### src/pdcc_consts.svh
/*
  Offsets, field positions, reset values and timing counts for the
  clock and power-down control block.
  Assumes inclusion by bare name from the package and the modules.
*/
`ifndef PDCC_CONSTS_SVH
`define PDCC_CONSTS_SVH

`define CORE_CLK_HZ 25000000
`define PCG_OFFSET 32'h019c0200
`define CCS_OFFSET 32'h019c0204
`define STAT_OFFSET 32'h019c0208
`define SLEEP_LSB 10
`define SLEEP_MSB 15
`define SLEEP_RSV 15
`define GIE_BIT 0
`define NONMASKABLE_IRQ_ENABLE_BIT 1
`define SLEEP_LIGHT 6'h01
`define SLEEP_DEEP_A 6'h11
`define SLEEP_DEEP_B 6'h1a
`define LIGHT_DELAY 4'h8
`define PCG_RESET 32'h00000000
`define CCS_RESET 32'h00000000
`define PERIPH_N 3
`define REARM_CYC 3'h5
`define UNMAPPED_DATA 32'hdeadbeef

`endif

### src/pdcc_pkg.sv
/*
  Types shared by the clock and power-down control modules.
  Assumes the constants header is on the include path.
*/
package pdcc_pkg;
  `include "pdcc_consts.svh"

  typedef enum logic [1:0]
  {
    st_run = 2'b00,
    st_arm = 2'b01,
    st_light = 2'b11,
    st_deep = 2'b10
  } pm_state_t;

  typedef enum logic [1:0]
  {
    wake_none = 2'b00,
    wake_resume = 2'b01,
    wake_service = 2'b10
  } wake_kind_t;

  typedef struct packed
  {
    logic [31:0] address;
    logic read;
    logic write;
    logic [31:0] writedata;
    logic [3:0] byteenable;
  } av_req_t;

  typedef struct packed
  {
    logic [31:0] readdata;
    logic readdatavalid;
    logic waitrequest;
  } av_rsp_t;

  typedef struct packed
  {
    logic [2:0] mult_sel;
    logic full_package;
  } pll_cfg_t;
endpackage

### src/mult_decode.sv
/*
  Decodes the multiplier mode pins into a multiply factor and bypass flag.
  Assumes the mode pins are static straps sampled by the caller.
*/
`timescale 1ns/1ns
module mult_decode
  import pdcc_pkg::*;
(
  input wire pll_cfg_t cfg,
  output logic [3:0] factor,
  output logic bypass
);
  always_comb
  begin
    if (cfg.full_package)
    begin
      case (cfg.mult_sel)
        3'h0: factor = 4'h1;
        3'h1: factor = 4'h4;
        3'h2: factor = 4'h6;
        3'h3: factor = 4'h7;
        3'h4: factor = 4'h8;
        3'h5: factor = 4'h9;
        3'h6: factor = 4'ha;
        default: factor = 4'hb;
      endcase
    end
    else
    begin
      case (cfg.mult_sel[1:0])
        2'h0: factor = 4'h1;
        2'h1: factor = 4'h4;
        2'h2: factor = 4'h8;
        default: factor = 4'ha;
      endcase
    end
    bypass = (factor == 4'h1);
  end
endmodule

### src/power_down_clock_control.sv
/*
  Clock generation control and power-down logic: multiplier selection,
  two sleep modes (light, woken by irq_pending, and deep, left only by reset), peripheral clock gating and the
  Avalon-MM register slave.
  Assumes pins synchronous to core_clk; the PLL itself is analog and
  outside, steered by pll_factor and pll_bypass.
*/
// The Avalon-MM interface to the registers was left to the implementer.
`timescale 1ns/1ns
module power_down_clock_control
  import pdcc_pkg::*;
#(
  parameter int PERIPH_N = `PERIPH_N,
  parameter int FUNC_W = 8
)
(
  input wire logic core_clk,
  input wire logic resetn,
  input wire logic reference_clock_input,
  input wire logic multiplier_select_1,
  input wire logic multiplier_select_2,
  input wire logic multiplier_select_0,
  input wire logic full_package,
  input wire logic [31:0] avs_address,
  input wire logic avs_read,
  input wire logic avs_write,
  input wire logic [31:0] avs_writedata,
  input wire logic [3:0] avs_byteenable,
  output logic [31:0] avs_readdata,
  output logic avs_waitrequest,
  input wire logic irq_pending,
  input wire logic irq_enabled,
  output logic wake_pulse,
  output logic service_pulse,
  output logic cpu_stall,
  output logic [3:0] pll_factor,
  output logic pll_bypass,
  output logic cpu_clk_en,
  output logic [PERIPH_N-1:0] periph_clk_en,
  output logic [PERIPH_N-1:0] periph_ready,
  input wire logic [PERIPH_N-1:0] periph_wr,
  output logic [PERIPH_N-1:0] periph_wr_ok,
  input wire logic [FUNC_W-1:0] func_out_in,
  output logic [FUNC_W-1:0] func_out,
  output logic sleep_indicator_pin
);
  pll_cfg_t pll_cfg;
  logic [3:0] factor;
  logic bypass;
  logic [3:0] factor_r;
  logic bypass_r;
  logic strap_done_r;
  logic [31:0] gate_r;
  logic [31:0] ccs_r;
  pm_state_t state_r;
  pm_state_t state_nxt;
  logic [3:0] arm_cnt_r;
  logic deep_r;
  logic ack_r;
  logic [31:0] rdata_r;
  logic access;
  logic [FUNC_W-1:0] func_r;
  logic [2:0] rearm_cnt_r [PERIPH_N];
  wake_kind_t wake_kind;

  function automatic logic hit(input logic [31:0] a, input logic [31:0] off);
    hit = (a == off);
  endfunction

  assign pll_cfg.mult_sel = {multiplier_select_2, multiplier_select_1, multiplier_select_0};
  assign pll_cfg.full_package = full_package;

  mult_decode u_mult_decode
  (
    .cfg(pll_cfg),
    .factor(factor),
    .bypass(bypass)
  );

  // Mode pins caught once after reset release
  always_ff @(posedge core_clk or negedge resetn)
  begin
    if (!resetn)
    begin
      factor_r <= 4'h1;
      bypass_r <= 1'b1;
      strap_done_r <= 1'b0;
    end
    else if (!strap_done_r)
    begin
      factor_r <= factor;
      bypass_r <= bypass;
      strap_done_r <= 1'b1;
    end
  end

  assign pll_factor = factor_r;
  assign pll_bypass = bypass_r;

  // Avalon slave: one wait cycle, answer on the second
  assign access = (avs_read || avs_write) && !ack_r;
  assign avs_waitrequest = (avs_read || avs_write) && !ack_r;

  always_ff @(posedge core_clk or negedge resetn)
  begin
    if (!resetn)
    begin
      ack_r <= 1'b0;
    end
    else
    begin
      ack_r <= access;
    end
  end

  // Register writes take effect on the accepting edge
  always_ff @(posedge core_clk or negedge resetn)
  begin
    if (!resetn)
    begin
      gate_r <= `PCG_RESET;
    end
    else if (avs_write && ack_r && hit(avs_address, `PCG_OFFSET))
    begin
      for (int b = 0; b < 4; b++)
      begin
        if (avs_byteenable[b])
        begin
          gate_r[b*8 +: 8] <= avs_writedata[b*8 +: 8];
        end
      end
    end
  end

  always_ff @(posedge core_clk or negedge resetn)
  begin
    if (!resetn)
    begin
      ccs_r <= `CCS_RESET;
    end
    else if (avs_write && ack_r && hit(avs_address, `CCS_OFFSET) && state_r == st_run)
    begin
      for (int b = 0; b < 4; b++)
      begin
        if (avs_byteenable[b])
        begin
          ccs_r[b*8 +: 8] <= avs_writedata[b*8 +: 8];
        end
      end
      ccs_r[`SLEEP_RSV] <= 1'b0;
    end
    else if (state_r == st_light && irq_pending)
    begin
      ccs_r[`SLEEP_MSB:`SLEEP_LSB] <= 6'h00;
    end
  end

  always_comb
  begin
    rdata_r = 32'h00000000;
    if (hit(avs_address, `PCG_OFFSET))
    begin
      rdata_r = gate_r;
    end
    else if (hit(avs_address, `CCS_OFFSET))
    begin
      rdata_r = ccs_r;
    end
    else if (hit(avs_address, `STAT_OFFSET))
    begin
      rdata_r = {22'h000000, state_r, factor_r, bypass_r, deep_r, sleep_indicator_pin, cpu_clk_en};
    end
    else
    begin
      rdata_r = `UNMAPPED_DATA;
    end
  end

  always_ff @(posedge core_clk or negedge resetn)
  begin
    if (!resetn)
    begin
      avs_readdata <= 32'h00000000;
    end
    else if (access && avs_read)
    begin
      avs_readdata <= rdata_r;
    end
  end

  // Sleep sequencer
  always_comb
  begin
    state_nxt = state_r;
    case (state_r)
      st_run:
      begin
        if (avs_write && ack_r && hit(avs_address, `CCS_OFFSET) && avs_byteenable[1])
        begin
          if (avs_writedata[`SLEEP_MSB:`SLEEP_LSB] == `SLEEP_DEEP_A
            || avs_writedata[`SLEEP_MSB:`SLEEP_LSB] == `SLEEP_DEEP_B)
          begin
            state_nxt = st_deep;
          end
          else if (avs_writedata[`SLEEP_MSB:`SLEEP_LSB] == `SLEEP_LIGHT)
          begin
            state_nxt = st_arm;
          end
        end
      end
      st_arm:
      begin
        if (arm_cnt_r == `LIGHT_DELAY - 4'h1)
        begin
          state_nxt = st_light;
        end
      end
      st_light:
      begin
        if (irq_pending)
        begin
          state_nxt = st_run;
        end
      end
      st_deep:
      begin
        state_nxt = st_deep;
      end
      default:
      begin
        state_nxt = st_run;
      end
    endcase
  end

  always_ff @(posedge core_clk or negedge resetn)
  begin
    if (!resetn)
    begin
      state_r <= st_run;
    end
    else
    begin
      state_r <= state_nxt;
    end
  end

  always_ff @(posedge core_clk or negedge resetn)
  begin
    if (!resetn)
    begin
      arm_cnt_r <= 4'h0;
    end
    else if (state_r == st_arm)
    begin
      arm_cnt_r <= arm_cnt_r + 4'h1;
    end
    else
    begin
      arm_cnt_r <= 4'h0;
    end
  end

  always_comb
  begin
    wake_kind = wake_none;
    if (state_r == st_light && irq_pending)
    begin
      if (irq_enabled && ccs_r[`GIE_BIT] && ccs_r[`NONMASKABLE_IRQ_ENABLE_BIT])
      begin
        wake_kind = wake_service;
      end
      else
      begin
        wake_kind = wake_resume;
      end
    end
  end

  always_ff @(posedge core_clk or negedge resetn)
  begin
    if (!resetn)
    begin
      wake_pulse <= 1'b0;
      service_pulse <= 1'b0;
    end
    else
    begin
      wake_pulse <= (wake_kind != wake_none);
      service_pulse <= (wake_kind == wake_service);
    end
  end

  always_ff @(posedge core_clk or negedge resetn)
  begin
    if (!resetn)
    begin
      deep_r <= 1'b0;
    end
    else
    begin
      deep_r <= (state_nxt == st_deep);
    end
  end

  assign sleep_indicator_pin = deep_r;
  assign cpu_stall = (state_r == st_light) || deep_r;
  assign cpu_clk_en = !deep_r && state_r != st_light;

  // Functional outputs frozen in deep sleep
  always_ff @(posedge core_clk or negedge resetn)
  begin
    if (!resetn)
    begin
      func_r <= '0;
    end
    else if (!deep_r)
    begin
      func_r <= func_out_in;
    end
  end

  assign func_out = func_r;

  // Per peripheral gate, write block and re-enable settle count
  genvar g;
  generate
    for (g = 0; g < PERIPH_N; g++)
    begin : gen_periph
      always_ff @(posedge core_clk or negedge resetn)
      begin
        if (!resetn)
        begin
          rearm_cnt_r[g] <= 3'h0;
        end
        else if (gate_r[g])
        begin
          rearm_cnt_r[g] <= 3'h0;
        end
        else if (rearm_cnt_r[g] != `REARM_CYC)
        begin
          rearm_cnt_r[g] <= rearm_cnt_r[g] + 3'h1;
        end
      end
      assign periph_clk_en[g] = !gate_r[g] && !deep_r;
      assign periph_ready[g] = periph_clk_en[g] && rearm_cnt_r[g] == `REARM_CYC;
      assign periph_wr_ok[g] = periph_wr[g] && periph_clk_en[g];
    end
  endgenerate
endmodule

### config.mk
export PLATFORM = sky130hd
export DESIGN_NAME = power_down_clock_control
export DESIGN_NICKNAME = d
export VERILOG_FILES = /design/src/pdcc_pkg.sv /design/src/mult_decode.sv /design/src/power_down_clock_control.sv
export VERILOG_INCLUDE_DIRS = /design/src /design/src/src
export SDC_FILE = /design/constraint.sdc
export NUM_CORES = 1
export LEC_CHECK = 0
export ABC_AREA = 0
export BUFFER_PORTS_ARGS = -buffer_cell sky130_fd_sc_hd__buf_2
export CAP_MARGIN = 20
export CORE_ASPECT_RATIO = 1.2
export CORE_UTILIZATION = 45
export DETAILED_ROUTE_END_ITERATION = 8
export PLACE_DENSITY = 0.77
export SKIP_CTS_REPAIR_TIMING = 1
export SYNTH_ARGS = -nofsm -noshare
export SYNTH_HDL_FRONTEND = slang
export SYNTH_SLANG_ARGS = --single-unit
export TNS_END_PERCENT = 20
### constraint.sdc
create_clock -name core_clk -period 3.66 [get_ports core_clk]
set_clock_uncertainty 0.2 [all_clocks]
set_input_delay 0.366 -clock core_clk [delete_from_list [all_inputs] [get_ports core_clk]]
set_output_delay 0.366 -clock core_clk [all_outputs]
set_load 0.02 [all_outputs]
==> reports/results.env <==
SETUP.WORST_PATH.CLASS='primary input to flip-flop'
SYNTH_AREA_LEADERS='dfrtp_1 (54%), mux2_2 (12%), nor4_4 (3.6%)'
YS_TYPES=45
CTS.CLK_SLEW.WORST_PATHS_PS=50
AVGVIACOUNTPERCELL=5.46
ROUTED_WIRELENGTH_MM=14.1
SETUP_VIOL_COUNT_FINAL=0
MAPPEDNETLISTAREA_UM2=5860
SYN2LAYOUT_AREA_GROWTH_PCT=26.9
GRT_PASS1_WL_MM=22.6
SYNTH.YOSYS.WARNINGS=0
DIE-WIDTH_UM=106
PERIOD_NEEDED_PS=2500
NETLIST.AREA_LEADER.SHARE=0.538
CORE.ROWCOUNT=45
STATUS='complete, no violations'
DRT-INITIAL-DRC-COUNT=195
WORST_SETUP_PATH_END_KIND='flip-flop'
DRT-WIRELENGTH-PER-CELL_UM=17.1
SYNTH_SEQ_CELLS=128
POSTROUTEANTENNANETS=0
GLOBALROUTEOVERFLOWTOTAL=0
ASYNC_RESET_FF_FRAC=1.00
NETS=748
TIMING.FINAL.CRIT_SHARE=0.683
POWER-PER-CELL-AREA_nW_PER_UM2=443
DIE_HEIGHT_UM=127
WORSTHOLDPATHTYPE='primary input to flip-flop'
FINAL_DESIGN_AREA_NO_FILL_UM2=7440
CTS.HTREE.LEVELS=4
DRCVIOLATIONCOUNT=0
POST_ROUTE_CELLS_DRIVE_ABOVE_1_SHARE=0.415
SLEW_HEADROOM=0.451
FINALHOLDVIOLATIONS=0
ANTENNA_VIOLATIONS_BEFORE_REPAIR=0
TIMING.FMAX_MHz=400
SETUP_TOTAL_NEGATIVE_SLACK_PS=0
SYNTH.CELLS.MOST_FREQUENT='dfrtp_1 (126), mux2_2 (60), nor2_1 (55)'
CLOCK-ROOT-BUFFER='clkbuf_16'
CORE_BOX_AREA_UM2=12700
NUMCLOCKSINKS=128
FIRST_GLOBAL_VIAS=4639
CRITICAL_PATH_CELL_WITH_THE_HIGHEST_STAGE_DELAY='nor4_4'
IR_WORST_VDD_mV=0.268
FIRST_PASS_ITERS=4
PLACEDINSTANCEAREA_UM2=6790
CRITICAL_PATH_REQUIRED_PS=3740
GRT_MAX_DEGREE=67
CRITPATHLAUNCHTYPE='primary input'
SEQ_AREA_FRAC_SYNTH=0.547
CLK-INSERTION-DELAY-LATE_PS=400
DRV_CAP=0
TIMING.CRITICAL_PATH.ARRIVAL_PS=2580
SYNTH_AREA_PER_CELL_UM2=11.8
COUNT_OF_FLIP_FLOPS_WITH_A_BUILT_IN_ENABLE_AFTER_SYNTHESIS=0
GRT_SETUP_UNREPAIRED='false'
FLOORPLAN.DIE_AREA_UM2=13500
CLOCKBUFFERDEPTH=2
SYNTHDOMINANTAREACELLTYPE='dfrtp_1'
WORST_PATH_LARGEST_CELL_DELAY_PS=660
CTS_MADE_BUFFERS=17
SYNTH.MOST_COMMON_CELL='dfrtp_1'
LEAKAGE_POWER_OF_THE_DESIGN_uW=0.00353
GRT_USE_TOTAL=0.218
CRITICAL_PATH.MAX_FANOUT=11
WORST_SLEW_PIN_SLEW_PS=824
CP_CELL_SEQUENCE='buf_2 > nand2b_1 > or3_1 > nor4_4 > mux2_2'
CTS_TREE='yes'
FINALWEIGHTEDCONGESTION=0.847
COUNT_OF_MAPPED_CELLS_OUT_OF_SYNTHESIS=496
NUMPORTBUFFERS=148
HPWL_MM=9.78
SYNTH.NET_COUNT=593
IOS=150
DRV_SLEW=0
REG2REG_SETUP_SLACK_PS=1180
POSTSYNTH.TOPFLOPCELL='dfrtp_1'
INITIAL_CORE_UTILIZATION=0.463
ROUTED-VIA-COUNT=4517
## final cells by class
type | count | area (µm²)
Fill cell | 1055 | 5230
Sequential cell | 128 | 3210
Multi-Input combinational cell | 324 | 2490
Timing Repair Buffer | 164 | 893
Clock buffer | 26 | 499
Tap cell | 164 | 205
Clock inverter | 4 | 76.3
Inverter | 16 | 60.1
Antenna cell | 1 | 2.50
## state kept, by name, indices dropped and copies added (netlist names)
signal and count:
avs_readdata 32, gate_r 32, ccs_r 31, rearm_cnt_r 9
func_out 8, arm_cnt_r 4, pll_factor 4, state_r 2
ack_r 1, pll_bypass 1, service_pulse 1, sleep_indicator_pin 1
strap_done_r 1, wake_pulse 1
## cell families (layout without fill, tap and decap cells)
group,after synthesis,in the layout,share of synthesized area
other,1,2,0.000640
buffers and inverters,44,210,0.0290
flip-flops,128,128,0.547
multiplexers,80,80,0.157
adder cells (fa/ha/maj),7,7,0.0149
AND/OR/NAND/NOR,150,150,0.146
XOR/XNOR,5,5,0.00747
AO/OA/AOI/OAI,81,81,0.0969
## where the power goes
group | switching [µW] | internal [µW]
registers | 10.7 | 1430
logic | 135 | 80.0
clock network | 568 | 1070
total | 713 | 2580
## layout by cell type (no fill, tap or decap), drive strengths merged, types with 7 or more instances in the layout
cell / n
nor4: 13
dlygate4sd3: 7
buf: 157
a31oi: 9
nor2: 55
inv: 16
dfrtp: 126
o31ai: 9
nand3: 8
o21ai: 19
mux2: 73
a41oi: 18
mux2i: 7
o22ai: 12
ha: 7
nand2: 51
clkbuf: 26
## routing by layer
layer | up-vias | global-route usage | wire length [µm]
met1 | 2259 | 0.261 | 5870
met2 | 144 | 0.379 | 7320
met3 | 23 | 0.0500 | 666
met4 | 0 | 0.0850 | 244
met5 | - | 0 | 0
li1 | 2091 | - | -
## path summary, 6_finish.rpt
check / from / end / cells after the start
max: avs_address[3] / ccs_r[2] / 5
max in group asynchronous: resetn / pll_factor[0] / 3
min reg2reg: avs_readdata[4] / avs_readdata[4] / 2
min in group asynchronous: resetn / avs_readdata[2] / 2
min: avs_writedata[30] / ccs_r[30] / 2
max reg2reg: state_r[1] / ccs_r[2] / 3
## per-stage QoR
step | setup WS [ps] | cells | hold WS, ps | utilization | total power, µW
6_report | 1160 | 827 | 0.443 | 0.587 | 3290
5_1_grt | 1120 | 826 | 1.90 | 0.587 | 3410
4_1_cts | 1170 | 819 | -117 | 0.581 | 3310
3_5_place_dp | 750 | 789 | 266 | 0.536 | 1670
3_3_place_gp | 834 | 789 | 244 | 0.536 | 1670
2_1_floorplan | 1350 | 496 | -130 | - | 1550
## critical path: cells and delay by family
kind | cells | cell delay, ps
buffers and inverters | 1 | 100
multiplexers | 1 | 420
AND/OR/NAND/NOR | 3 | 1690
Power figures use the tool's default switching activity.
